File: config.mk
export PLATFORM = sky130hd
export DESIGN_NAME = isb_top
export DESIGN_NICKNAME = d
export VERILOG_FILES = /design/src/logic/isb_pkg.sv /design/src/logic/isb_top.sv
export SDC_FILE = /design/constraint.sdc
export NUM_CORES = 1
export LEC_CHECK = 0
export ABC_CLOCK_PERIOD_IN_PS = 3800
export BUFFER_PORTS_ARGS = -buffer_cell sky130_fd_sc_hd__buf_2
export CORE_UTILIZATION = 44
export CTS_BUF_LIST = sky130_fd_sc_hd__clkbuf_4 sky130_fd_sc_hd__clkbuf_8
export CTS_CLUSTER_DIAMETER = 100
export DETAILED_ROUTE_END_ITERATION = 10
export GPL_TIMING_DRIVEN = 0
export PLACE_DENSITY = 0.81
export SYNTH_ARGS = -nofsm -noshare
export SYNTH_HDL_FRONTEND = slang
export SYNTH_SLANG_ARGS = --single-unit
File: constraint.sdc
create_clock -name clk_in -period 3.8 [get_ports clk_in]
set_clock_uncertainty 0.15 [all_clocks]
set_input_delay 0.38 -clock clk_in [delete_from_list [all_inputs] [get_ports clk_in]]
set_output_delay 0.38 -clock clk_in [all_outputs]
set_load 0.02 [all_outputs]
File: src/logic/isb_pkg.sv
// Constants for the two-wire bus status and enable bits block.
// Assumes a 32-bit Avalon-MM slave with byte addresses, one word a register.
package isb_pkg;

  // ----------------------------------------------------------------------
  // Register map
  // ----------------------------------------------------------------------
  localparam int          ADDR_W              = 4;
  localparam logic [3:0]  BUS_STATUS_ADDR     = 4'h0;
  localparam logic [3:0]  SERIAL_TIMER_ADDR   = 4'h4;
  localparam logic [7:0]  BUS_STATUS_RESET    = 8'h30;
  localparam logic [7:0]  SERIAL_TIMER_RESET  = 8'h00;
  localparam logic [7:0]  GENERAL_CALL_ADDR   = 8'h00;

  // ----------------------------------------------------------------------
  // Bus status field positions
  // ----------------------------------------------------------------------
  localparam int BUSY_BIT    = 7;
  localparam int IRQ_BIT     = 6;
  localparam int INHIBIT_BIT = 5;
  localparam int RSVD_BIT    = 4;
  localparam int ARB_BIT     = 3;
  localparam int MATCH_BIT   = 2;
  localparam int GCALL_BIT   = 1;
  localparam int ACK_BIT     = 0;

  // Clearable flags, index order: general call, match, arbitration, irq
  localparam int N_FLAGS = 4;
  localparam int FLAG_GCALL = 0;
  localparam int FLAG_MATCH = 1;
  localparam int FLAG_ARB   = 2;
  localparam int FLAG_IRQ   = 3;

  // ----------------------------------------------------------------------
  // Serial/timer control field positions
  // ----------------------------------------------------------------------
  localparam int XBUF_SEL_BIT   = 7;
  localparam int XBUF_RSV_BIT   = 6;
  localparam int RATE_EXT_BIT   = 5;
  localparam int ACCESS_EN_BIT  = 4;
  localparam int PIN_SWITCH_BIT = 3;
  localparam int MULTIPROC_BIT  = 2;
  localparam int TCLK_HI_BIT    = 1;
  localparam int TCLK_LO_BIT    = 0;

endpackage : isb_pkg

File: src/logic/isb_top.sv
// Status and condition-control bits of a two-wire serial bus interface,
// plus the shared serial/timer control byte, behind an Avalon-MM slave.
// Assumes bus line samples and unit events are synchronous to clk_in.
//
// Contract
// Write busy 1, inhibit 0 in master: start
// Write busy 0, inhibit 0 in master: stop
// Inhibit reads 1, writes not stored
// Status bit 4 reads 1, writes ignored
// Data mismatch in master sets arbitration, irq
// Master transmit: data disagree at clock rise
// Master transmit: internal clock high at fall
// Flags clear by read-as-1 then write 0
// Flags other than irq clear on data register access
// Slave receive address or general call match
// General call address sets general call flag
// Transmit mode captures receiver acknowledge
// Receive mode drives software acknowledge value
// Ack read: captured if transmit, else software
// Serial/timer control 8-bit, cleared to zero
// Extra buffer bits store and read back
// Rate extension joins clock divider select
// Access enable gates status register access
// Pass-through bits routed to other units
// Busy set on start, cleared on stop
// Status resets to 0x30
// Write 0 clears only after read as 1
module isb_top (
  // Clock and reset
  input  wire logic                       clk_in,
  input  wire logic                       nrst_in,
  input  wire logic                       standby_in,
  // Avalon-MM slave
  input  wire logic [isb_pkg::ADDR_W-1:0] address_in,
  input  wire logic                       read_in,
  input  wire logic                       write_in,
  input  wire logic [31:0]                writedata_in,
  output logic      [31:0]                readdata_out,
  output logic                            waitrequest_out,
  // Mode from the control, mode and address registers
  input  wire logic                       master_mode_in,
  input  wire logic                       transmit_select_in,
  input  wire logic                       format_select_in,
  input  wire logic [6:0]                 own_slave_address_bits_in,
  input  wire logic [2:0]                 clock_divider_select_in,
  // Bus lines and internal drive levels
  input  wire logic                       scl_in,
  input  wire logic                       sda_in,
  input  wire logic                       internal_scl_in,
  input  wire logic                       internal_sda_in,
  // Transfer events from the shift logic
  input  wire logic                       first_byte_valid_in,
  input  wire logic [7:0]                 first_byte_in,
  input  wire logic                       ack_sample_valid_in,
  input  wire logic                       ack_in,
  input  wire logic                       ack_slot_in,
  input  wire logic                       irq_event_in,
  input  wire logic                       data_write_in,
  input  wire logic                       data_read_in,
  // Condition requests, acknowledge drive and status flags
  output logic                            start_req_out,
  output logic                            stop_req_out,
  output logic                            ack_sda_oe_out,
  output logic                            bus_busy_flag_out,
  output logic                            interrupt_request_flag_out,
  // Serial/timer control outputs
  output logic [3:0]                      rate_select_out,
  output logic                            host_register_access_enable_out,
  output logic                            host_pin_switch_out,
  output logic                            multiprocessor_enable_out,
  output logic [1:0]                      timer_clock_select_out
);

  // ----------------------------------------------------------------------
  // Reset synchroniser
  // ----------------------------------------------------------------------
  logic rst_meta;
  logic rst_n;

  always_ff @(posedge clk_in or negedge nrst_in) begin
    if (!nrst_in) begin
      rst_meta <= 1'b0;
      rst_n    <= 1'b0;
    end else begin
      rst_meta <= 1'b1;
      rst_n    <= rst_meta;
    end
  end

  // ----------------------------------------------------------------------
  // Avalon slave: one wait cycle, access completes on waitrequest low
  // ----------------------------------------------------------------------
  function automatic logic hit(input logic [isb_pkg::ADDR_W-1:0] a,
                               input logic [isb_pkg::ADDR_W-1:0] b);
    hit = (a == b);
  endfunction

  logic       req;
  logic       access;
  logic       status_sel;
  logic       stc_sel;
  logic [7:0] stc;
  logic       status_open;

  assign req         = read_in | write_in;
  assign access      = req & ~waitrequest_out;
  assign status_open = stc[isb_pkg::ACCESS_EN_BIT];
  // Blocked status register behaves as unmapped
  assign status_sel  = hit(address_in, isb_pkg::BUS_STATUS_ADDR)
                       & status_open;
  assign stc_sel     = hit(address_in, isb_pkg::SERIAL_TIMER_ADDR);

  always_ff @(posedge clk_in or negedge rst_n) begin
    if (!rst_n) begin
      waitrequest_out <= 1'b1;
    end else begin
      waitrequest_out <= ~(req & waitrequest_out);
    end
  end

  logic       st_wr;
  logic       stc_wr;
  logic [7:0] wbyte;

  assign st_wr  = access & write_in & status_sel;
  assign stc_wr = access & write_in & stc_sel;
  assign wbyte  = writedata_in[7:0];

  // ----------------------------------------------------------------------
  // Bus line edge and condition detection
  // ----------------------------------------------------------------------
  logic scl_prev;
  logic sda_prev;
  logic scl_rise;
  logic scl_fall;
  logic start_seen;
  logic stop_seen;
  logic master_tx;

  always_ff @(posedge clk_in or negedge rst_n) begin
    if (!rst_n) begin
      scl_prev <= 1'b1;
      sda_prev <= 1'b1;
    end else begin
      scl_prev <= scl_in;
      sda_prev <= sda_in;
    end
  end

  assign scl_rise   = ~scl_prev & scl_in;
  assign scl_fall   = scl_prev & ~scl_in;
  assign start_seen = scl_prev & scl_in & sda_prev & ~sda_in;
  assign stop_seen  = scl_prev & scl_in & ~sda_prev & sda_in;
  assign master_tx  = master_mode_in & transmit_select_in;

  always_ff @(posedge clk_in or negedge rst_n) begin
    if (!rst_n) begin
      bus_busy_flag_out <= 1'b0;
    end else if (standby_in) begin
      bus_busy_flag_out <= 1'b0;
    end else if (start_seen) begin
      bus_busy_flag_out <= 1'b1;
    end else if (stop_seen) begin
      bus_busy_flag_out <= 1'b0;
    end
  end

  // ----------------------------------------------------------------------
  // Start and stop issue
  // ----------------------------------------------------------------------
  logic issue;

  // A write with the inhibit bit at 1 issues nothing
  assign issue = st_wr & master_mode_in
                 & ~wbyte[isb_pkg::INHIBIT_BIT];

  always_ff @(posedge clk_in or negedge rst_n) begin
    if (!rst_n) begin
      start_req_out <= 1'b0;
      stop_req_out  <= 1'b0;
    end else begin
      start_req_out <= issue & wbyte[isb_pkg::BUSY_BIT];
      stop_req_out  <= issue & ~wbyte[isb_pkg::BUSY_BIT];
    end
  end

  // ----------------------------------------------------------------------
  // Clearable flags
  // ----------------------------------------------------------------------
  localparam int FLAG_POS [isb_pkg::N_FLAGS] = '{
    isb_pkg::GCALL_BIT, isb_pkg::MATCH_BIT,
    isb_pkg::ARB_BIT,   isb_pkg::IRQ_BIT};

  logic [isb_pkg::N_FLAGS-1:0] flag;
  logic [isb_pkg::N_FLAGS-1:0] seen_one;
  logic [isb_pkg::N_FLAGS-1:0] set_ev;
  logic                        arb_lost;
  logic                        slave_rx_fmt;
  logic                        addr_match;
  logic                        gcall_match;
  logic                        data_clear;

  assign arb_lost = master_tx
                    & ((scl_rise & (internal_sda_in != sda_in))
                    | (scl_fall & internal_scl_in));
  assign slave_rx_fmt = ~master_mode_in & ~transmit_select_in
                        & ~format_select_in;
  assign gcall_match  = slave_rx_fmt & first_byte_valid_in
                        & (first_byte_in == isb_pkg::GENERAL_CALL_ADDR);
  assign addr_match   = slave_rx_fmt & first_byte_valid_in
                        & (first_byte_in[7:1] == own_slave_address_bits_in);
  // Data register access, the other automatic clear path
  assign data_clear   = (data_write_in & transmit_select_in)
                        | (data_read_in & ~transmit_select_in);

  always_comb begin
    set_ev                     = '0;
    set_ev[isb_pkg::FLAG_GCALL] = gcall_match;
    set_ev[isb_pkg::FLAG_MATCH] = addr_match | gcall_match;
    set_ev[isb_pkg::FLAG_ARB]   = arb_lost;
    set_ev[isb_pkg::FLAG_IRQ]   = arb_lost | addr_match
                                  | gcall_match | irq_event_in;
  end

  for (genvar i = 0; i < isb_pkg::N_FLAGS; i++) begin : g_flag
    logic wr_clear;
    // The irq flag is cleared only by software or standby
    logic auto_clear;
    assign auto_clear = (i != isb_pkg::FLAG_IRQ) & data_clear;
    assign wr_clear   = st_wr & ~wbyte[FLAG_POS[i]] & seen_one[i];

    always_ff @(posedge clk_in or negedge rst_n) begin
      if (!rst_n) begin
        flag[i] <= 1'b0;
      end else if (standby_in) begin
        flag[i] <= 1'b0;
      end else if (set_ev[i]) begin
        flag[i] <= 1'b1; // Set wins over a write or data-access clear in the same cycle
      end else if (wr_clear | auto_clear) begin
        flag[i] <= 1'b0;
      end
    end

    // Remembers a read that returned 1; a status write consumes it
    always_ff @(posedge clk_in or negedge rst_n) begin
      if (!rst_n) begin
        seen_one[i] <= 1'b0;
      end else if (standby_in | st_wr | ~flag[i]) begin
        seen_one[i] <= 1'b0;
      end else if (access & read_in & status_sel
                   & readdata_out[FLAG_POS[i]]) begin
        seen_one[i] <= 1'b1;
      end
    end
  end

  always_ff @(posedge clk_in or negedge rst_n) begin
    if (!rst_n) begin
      interrupt_request_flag_out <= 1'b0;
    end else begin
      interrupt_request_flag_out <= flag[isb_pkg::FLAG_IRQ];
    end
  end

  // ----------------------------------------------------------------------
  // Acknowledge bit
  // ----------------------------------------------------------------------
  logic ack_sw;
  logic ack_captured;

  always_ff @(posedge clk_in or negedge rst_n) begin
    if (!rst_n) begin
      ack_sw       <= 1'b0;
      ack_captured <= 1'b0;
    end else if (standby_in) begin
      ack_sw       <= 1'b0;
      ack_captured <= 1'b0;
    end else begin
      if (st_wr) begin
        ack_sw <= wbyte[isb_pkg::ACK_BIT];
      end
      if (ack_sample_valid_in & transmit_select_in) begin
        ack_captured <= ack_in;
      end
    end
  end

  // Only ever pulls low; a 1 leaves the line released
  always_ff @(posedge clk_in or negedge rst_n) begin
    if (!rst_n) begin
      ack_sda_oe_out <= 1'b0;
    end else begin
      ack_sda_oe_out <= ack_slot_in & ~transmit_select_in
                        & ~ack_sw & ~standby_in;
    end
  end

  // ----------------------------------------------------------------------
  // Serial/timer control register
  // ----------------------------------------------------------------------
  always_ff @(posedge clk_in or negedge rst_n) begin
    if (!rst_n) begin
      stc <= isb_pkg::SERIAL_TIMER_RESET;
    end else if (standby_in) begin
      stc <= isb_pkg::SERIAL_TIMER_RESET;
    end else if (stc_wr) begin
      stc <= wbyte;
    end
  end

  always_ff @(posedge clk_in or negedge rst_n) begin
    if (!rst_n) begin
      rate_select_out                 <= '0;
      host_register_access_enable_out <= 1'b0;
      host_pin_switch_out             <= 1'b0;
      multiprocessor_enable_out       <= 1'b0;
      timer_clock_select_out          <= '0;
    end else begin
      rate_select_out <= {stc[isb_pkg::RATE_EXT_BIT],
                          clock_divider_select_in};
      host_register_access_enable_out <= stc[isb_pkg::ACCESS_EN_BIT];
      host_pin_switch_out       <= stc[isb_pkg::PIN_SWITCH_BIT];
      multiprocessor_enable_out <= stc[isb_pkg::MULTIPROC_BIT];
      timer_clock_select_out    <= {stc[isb_pkg::TCLK_HI_BIT],
                                    stc[isb_pkg::TCLK_LO_BIT]};
    end
  end

  // ----------------------------------------------------------------------
  // Read data
  // ----------------------------------------------------------------------
  logic [7:0] status_view;

  always_comb begin
    status_view                       = '0;
    status_view[isb_pkg::BUSY_BIT]    = bus_busy_flag_out;
    status_view[isb_pkg::IRQ_BIT]     = flag[isb_pkg::FLAG_IRQ];
    status_view[isb_pkg::INHIBIT_BIT] = 1'b1;
    status_view[isb_pkg::RSVD_BIT]    = 1'b1;
    status_view[isb_pkg::ARB_BIT]     = flag[isb_pkg::FLAG_ARB];
    status_view[isb_pkg::MATCH_BIT]   = flag[isb_pkg::FLAG_MATCH];
    status_view[isb_pkg::GCALL_BIT]   = flag[isb_pkg::FLAG_GCALL];
    status_view[isb_pkg::ACK_BIT]     = transmit_select_in ? ack_captured
                                                           : ack_sw;
  end

  // Sampled at the first request edge, stands at the completing edge
  always_ff @(posedge clk_in or negedge rst_n) begin
    if (!rst_n) begin
      readdata_out <= '0;
    end else if (req & waitrequest_out) begin
      if (status_sel) begin
        readdata_out <= {24'h00_0000, status_view};
      end else if (stc_sel) begin
        readdata_out <= {24'h00_0000, stc};
      end else begin
        readdata_out <= '0;
      end
    end
  end
endmodule // isb_top

==> run_results.csv, run 1 <==
group,metric,value,unit
grt,grt_pass1_wl,6.60,mm
clock_network,cts.clk_slew.worst_paths,0.08,ns
power_and_ir_drop,irDropWorstVdd,0.151,mV
grt,gr-usage-all-layers,17.7,%
timing,layout_setup_ws,1.82,ns
clock_network,cts_tree,"done",
place,place.detailed.hpwl,3.22,mm
setup_path,timing.critical_path.fanout_max,6,
detailed_routing,detail_route.iter0.violations,65,
power_and_ir_drop,cellPowerDensity,346,nW/um2
logic_synthesis,netlist_top_cells_area,"dfrtp_1, buf_4, mux2i_1",
detailed_routing,number_of_search_and_repair_iterations_in_the_first_detailed_routing_pass,4,
die,floorplan.die_area,4910,um2
power_and_ir_drop,seq_power_share,55.2,%
power_and_ir_drop,power_leakage,1.39,nW
timing,fmax,505,MHz
die,core-area,4410,um2
timing,worst-slew-pin-transition,0.896,ns
setup_path,worst-path-buf-inv,0,
logic_synthesis,cell_type_contributing_the_most_total_cell_area_after_synthesis,"dfrtp_1",
timing,setup_viol,0,
logic_synthesis,synth_area,2040,um2
grt,grt_antenna_before_repair,0,
logic_synthesis,synth_top_area_share,51.5,%
logic_synthesis,synth_area_per_cell,11.3,um2
detailed_routing,post-route-drc-count,0,
place,buffer_ports.inserted,69,
place,place_ws,1.63,ns
detailed_routing,routedWlPerCell,12.3,um
power_and_ir_drop,power.share.clock,31.7,%
clock_network,cts-buffers-inserted,5,
detailed_routing,ant_nets_after_route,0,
hold_path,hp-class,"input port to flop",
timing,final-hold-violation-count,0,
logic_synthesis,synth-warning-count,0,
layout,finish.utilization,59.8,%
layout,layout-area-overhead-vs-synth,29.2,%
logic_synthesis,synth.ff_latch_count,45,
grt,vias_in_the_first_global_route,1393,
power_and_ir_drop,switching_share_of_power,24.9,%
detailed_routing,number_of_vias_per_cell_after_detailed_routing,4.77,
layout,finalNonFillerCells,334,
setup_path,critPathKind,"flop to flop",
clock_network,clock_insertion_delay_worst_skew,0.29,ns
power_and_ir_drop,power,0.913,mW
setup_path,cpLargestDelayFamily,"simple AND/OR/NAND/NOR gates",
grt,grt_start_max_net_pins,44,
setup_path,critical-path-max-stage-delay,0.53,ns
setup_path,worst_ep_required_time,3.80,ns
die,initial_core_util,46.2,%
clock_network,htreeDepth,2,
die,num_rows,24,
setup_path,end_kind,"flop",
flow_run,max-cap-violations,0,
setup_path,critical-path-slowest-cell,"or4b_4",
layout,finalInstanceArea,2640,um2
setup_path,timing.critical_path.arrival,1.99,ns
detailed_routing,detail_route.wirelength,4.11,mm
layout,antennaDiodeCount,0,
power_and_ir_drop,switching_power,0.227,mW
timing,finalWorstPathRequiredPeriod,1.98,ns
layout,fin_nets,354,
clock_network,post_cts.repair.setup_buffers,0,
timing,hold_slack,0.0402,ns
place,place_inst,325,
clock_network,clock_sinks,45,
setup_path,worstPathCellList,"or4b_4, or3_4, o311ai_1, a21oi_1",
timing,grt_setup_unrepaired,"no",
die,chipWidth,70.1,um
place,gpl.final_weighted_congestion,0.752,
detailed_routing,vias,1594,
timing,setup_total_negative_slack,0,ns
die,floorplan.io_pins,120,
clock_network,clock-root-buffer,"clkbuf_8",
place,placedInstanceArea,2540,um2
power_and_ir_drop,power.share.combinational,13.1,%
clock_network,cts.path.max_buffers,2,
logic_synthesis,synth.distinct_cells,33,
timing,timing.final.crit_share,52.1,%
grt,globalRoute.totalOverflow,0,
power_and_ir_drop,power.internal,0.686,mW
logic_synthesis,synth_cells,181,
die,die_height,70.1,um
layout,post_route_cells_drive_above_1_share,39.7,%
setup_path,worstSetupStartpointType,"flop",
outcome,run_status,"completed",
logic_synthesis,synth.yosys.seq_area_share,55.4,%
timing,slew_viol_final,0,
timing,timing.max_slew.rel_slack,40.2,%
placed cells by master (no fill, tap or decap), types with 5 or more instances in the layout:
| cell type | count |
|---|---|
| nand2_1 | 11 |
| buf_4 | 24 |
| a21oi_1 | 10 |
| o21ai_0 | 9 |
| inv_1 | 5 |
| xnor2_1 | 7 |
| a22oi_1 | 6 |
| clkbuf_8 | 5 |
| nor2_1 | 12 |
| nor4b_1 | 8 |
| conb_1 | 25 |
| buf_2 | 70 |
| mux2i_1 | 10 |
| dfrtp_1 | 41 |
cells by family after synthesis:
family                    share of synthesized area [%]
xor gates and xnor gates                           3.43
buffers and inverters                              10.7
DFF                                                55.4
and+or+nand+nor                                    14.8
AOI/OAI and AO/OA                                  9.87
muxes                                              5.46
other                                             0.368
cells in the mapped netlist:
cell,instances
a22oi_1,6
clkbuf_1,4
nor4b_2,1
xor2_1,1
xnor2_1,7
dfstp_2,3
buf_4,24
o22ai_1,1
o21ai_0,9
inv_1,5
a31oi_1,1
nand4_1,1
nor4b_1,8
nor4b_4,1
nor4_1,2
nand3_1,4
mux2_2,1
conb_1,2
nor3_2,1
or3_4,1
nand2_1,11
o21ai_1,1
nand2b_1,4
dfrtp_1,42
a21oi_1,10
mux2i_1,10
or4b_4,1
nor2_1,12
a41oi_1,1
buf_2,1
nand3b_1,1
o31a_1,1
o311ai_1,3
registers in the layout (all words and copies together), names as in the netlist, 2 cells and up:
register                cells
readdata_out                8
flag                        4
stc                         8
timer_clock_select_out      2
seen_one                    4
rate_select_out             4
per-layer routing:
layer	share of wire, %	up-vias	track usage [%]
li1	-	788	-
met1	44	723	23.3
met2	47	78	27.0
met3	7.4	5	5.05
met4	1.8	0	8.00
met5	0	-	0
layout make-up:
class,instances,area [um2]
multi-input combinational,125,778
inverter,5,18.8
fill,379,1780
clock inverter,1,5.00
clock buffer,7,83.8
buffer,29,200
tap,52,65.1
timing repair buffer,70,355
sequential,45,1130
power by group through the flow:
stage	Clock, mW	Sequential (mW)	Combinational [mW]
after floorplan	0	0.517	0.0689
after global placement	0	0.513	0.117
after detailed placement	0	0.514	0.118
after CTS	0.298	0.505	0.119
after global routing	0.322	0.507	0.129
final	0.290	0.504	0.120
path summary, 6_finish.rpt:
kind	from	to	slack (ns)	depth (start not counted)
max reg2reg	stc[4]	flag[2]	1.82	4
min reg2reg	rst_meta	rst_n	0.21	0
min in group asynchronous	rst_n	stop_req_out	0.25	0
max in group asynchronous	rst_n	flag[1]	2.69	0
min	clock_divider_select_in[2]	rate_select_out[2]	0.04	1
max	stc[4]	flag[2]	1.82	4
repair_timing:
action                    CTS  global route
hold endpoints to repair    2             0
hold buffers                1             0
gates resized for setup     0             0
(Power assumes the default switching activity.)
==> inputs of run 2 (changes only) <==
- ABC_CLOCK_PERIOD_IN_PS: 3800 -> 1800
- CORE_UTILIZATION: 44 -> 40
- PLACE_DENSITY: 0.81 -> 0.77
- clock period: 3.8 -> 1.8 ns (I/O delays scaled with it)
==> run_results.csv, run 2 (same netlist as run 1, synthesis figures left out) <==
group,metric,value,unit
clock_network,clock_insertion_delay_worst_skew,0.29,ns
layout,finish.utilization,58.9,%
detailed_routing,post-route-drc-count,0,
detailed_routing,met1_wirelength,2.00,mm
layout,finalInstanceArea,2840,um2
timing,worst-slew-pin-transition,0.699,ns
timing,setup_total_negative_slack,-0.434,ns
timing,fmax,530,MHz
die,floorplan.io_pins,120,
clock_network,cts.clk_slew.worst_paths,0.08,ns
setup_path,worst_ep_required_time,1.81,ns
die,num_rows,25,
die,floorplan.die_area,5390,um2
timing,finalWorstPathRequiredPeriod,1.89,ns
detailed_routing,routedWlPerCell,12.1,um
outcome,failed_checks,"setup timing",
detailed_routing,vias,1613,
grt,grt_pass1_wl,6.92,mm
detailed_routing,wl_met2,2.02,mm
layout,antennaDiodeCount,0,
grt,gr-usage-all-layers,17.3,%
die,core-area,4820,um2
hold_path,hp-class,"input port to flop",
outcome,run_status,"finished, violations left",
die,die_height,73.4,um
timing,final-hold-violation-count,0,
detailed_routing,detail_route.iter0.violations,84,
die,initial_core_util,42.4,%
layout,post_route_cells_drive_above_1_share,40.2,%
grt,globalRoute.totalOverflow,0,
timing,grt_setup_unrepaired,"yes",
setup_path,critPathKind,"flop to flop",
grt,vias_in_the_first_global_route,1493,
clock_network,clock-root-buffer,"clkbuf_8",
die,chipWidth,73.4,um
clock_network,clock_sinks,45,
clock_network,cts.path.max_buffers,2,
setup_path,worstSetupStartpointType,"flop",
setup_path,timing.critical_path.fanout_max,6,
timing,layout_setup_ws,-0.0878,ns
clock_network,cts-buffers-inserted,5,
detailed_routing,ant_nets_after_route,0,
grt,grt_start_max_net_pins,28,
layout,final.fill_count,438,
grt,grt_antenna_before_repair,0,
layout,layout.cells.most_common_list,"buf_2, dfrtp_1, buf_4",
layout,largest_registers_ranked_by_flip_flop_count,"readdata_out x8, stc x8",
power_and_ir_drop,irDropWorstVdd,0.350,mV
clock_network,htreeDepth,2,
place,place.detailed.hpwl,3.34,mm
place,gpl.final_weighted_congestion,0.760,
setup_path,end_kind,"flop",
power_and_ir_drop,power_leakage,1.46,nW
detailed_routing,number_of_search_and_repair_iterations_in_the_first_detailed_routing_pass,4,
timing,slew_viol_final,0,
place,buffer_ports.inserted,69,
detailed_routing,number_of_vias_per_cell_after_detailed_routing,4.44,
timing,timing.final.crit_share,105,%
detailed_routing,detail_route.wirelength,4.38,mm
layout,layout_commonest_cell,"buf_2",
place,placedInstanceArea,2580,um2
detailed_routing,wl_met3,300,um
layout,layout-area-overhead-vs-synth,39.0,%
setup_path,r2r_setup_slack,-0.09,ns
detailed_routing,topmost_layer_with_routed_signal_wires,"met4",
timing,setup_viol,9,
setup_path,timing.critical_path.arrival,1.89,ns
power_and_ir_drop,cellPowerDensity,707,nW/um2
timing,timing.max_slew.rel_slack,53.3,%
layout,fin_nets,368,
clock_network,cts_tree,"done",
flow_run,max-cap-violations,0,
-- run 2: cell count changes in the layout (fill, tap and decap cells not counted), sizes merged --
cell / before / now
clkbuf: 11 / 12
clkinv: 1 / 0
dlygate4sd3: 1 / 12
buf: 94 / 97
-- run 2: worst paths after layout --
path,from,endpoint,cells past startpoint
max,stc[4],flag[1],4
min,writedata_in[6],stc[6],3
max reg2reg,stc[4],flag[1],4
min reg2reg,rst_n,stc[6],0
max in group asynchronous,rst_n,waitrequest_out,1
min in group asynchronous,nrst_in,rst_n,2
-- run 2: routing by layer --
layer / vias up / GRT usage [%]
met2: 76 / 27.9
met3: 5 / 4.12
met5: - / 0
li1: 816 / -
met1: 716 / 22.5
met4: 0 / 7.05
-- run 2: area by class of cell --
class | count | area [um2] | share of cell area, %
repair buffers | 84 | 500 | 17.6
multi-input cells | 125 | 805 | 28.4
plain buffers | 29 | 200 | 7.06
flip-flops and latches | 45 | 1130 | 39.9
clock buffers | 8 | 97.6 | 3.44
inverters | 5 | 18.8 | 0.662
well taps | 67 | 83.8 | 2.96
-- run 2: stage by stage --
stage / hold slack [ns] / power [mW] / setup slack [ns] / cells
global placement: -0.185 / 1.33 / -0.165 / 340
detailed placement: -0.183 / 1.34 / -0.166 / 341
CTS: 0.000730 / 2.02 / -0.0758 / 362
floorplan: -0.266 / 1.24 / -0.0368 / 204
finish: 0.00645 / 2.00 / -0.0878 / 363
global route: 0.00510 / 2.10 / -0.155 / 363
-- run 2: worst max-delay path: stages (launching register included) --
cell,delay [ns]
dfrtp_1,0.35
or4b_4,0.52
or3_4,0.41
o311ai_2,0.24
a21oi_1,0.09
-- run 2: report_power, final --
part           internal (mW)  switching (mW)  leakage, nW
sequential              1.03          0.0206        0.601
combinational          0.133           0.156        0.807
clock                  0.343           0.317       0.0523
total                   1.51           0.494         1.46
-- run 2: what timing repair did --
action                     4_1_cts  5_1_grt
setup endpoints to repair       11       18
setup buffers                    1        1
resized for setup                4        1
pin swaps                        1        0
hold buffers                    12        0
hold endpoints to repair        14        0
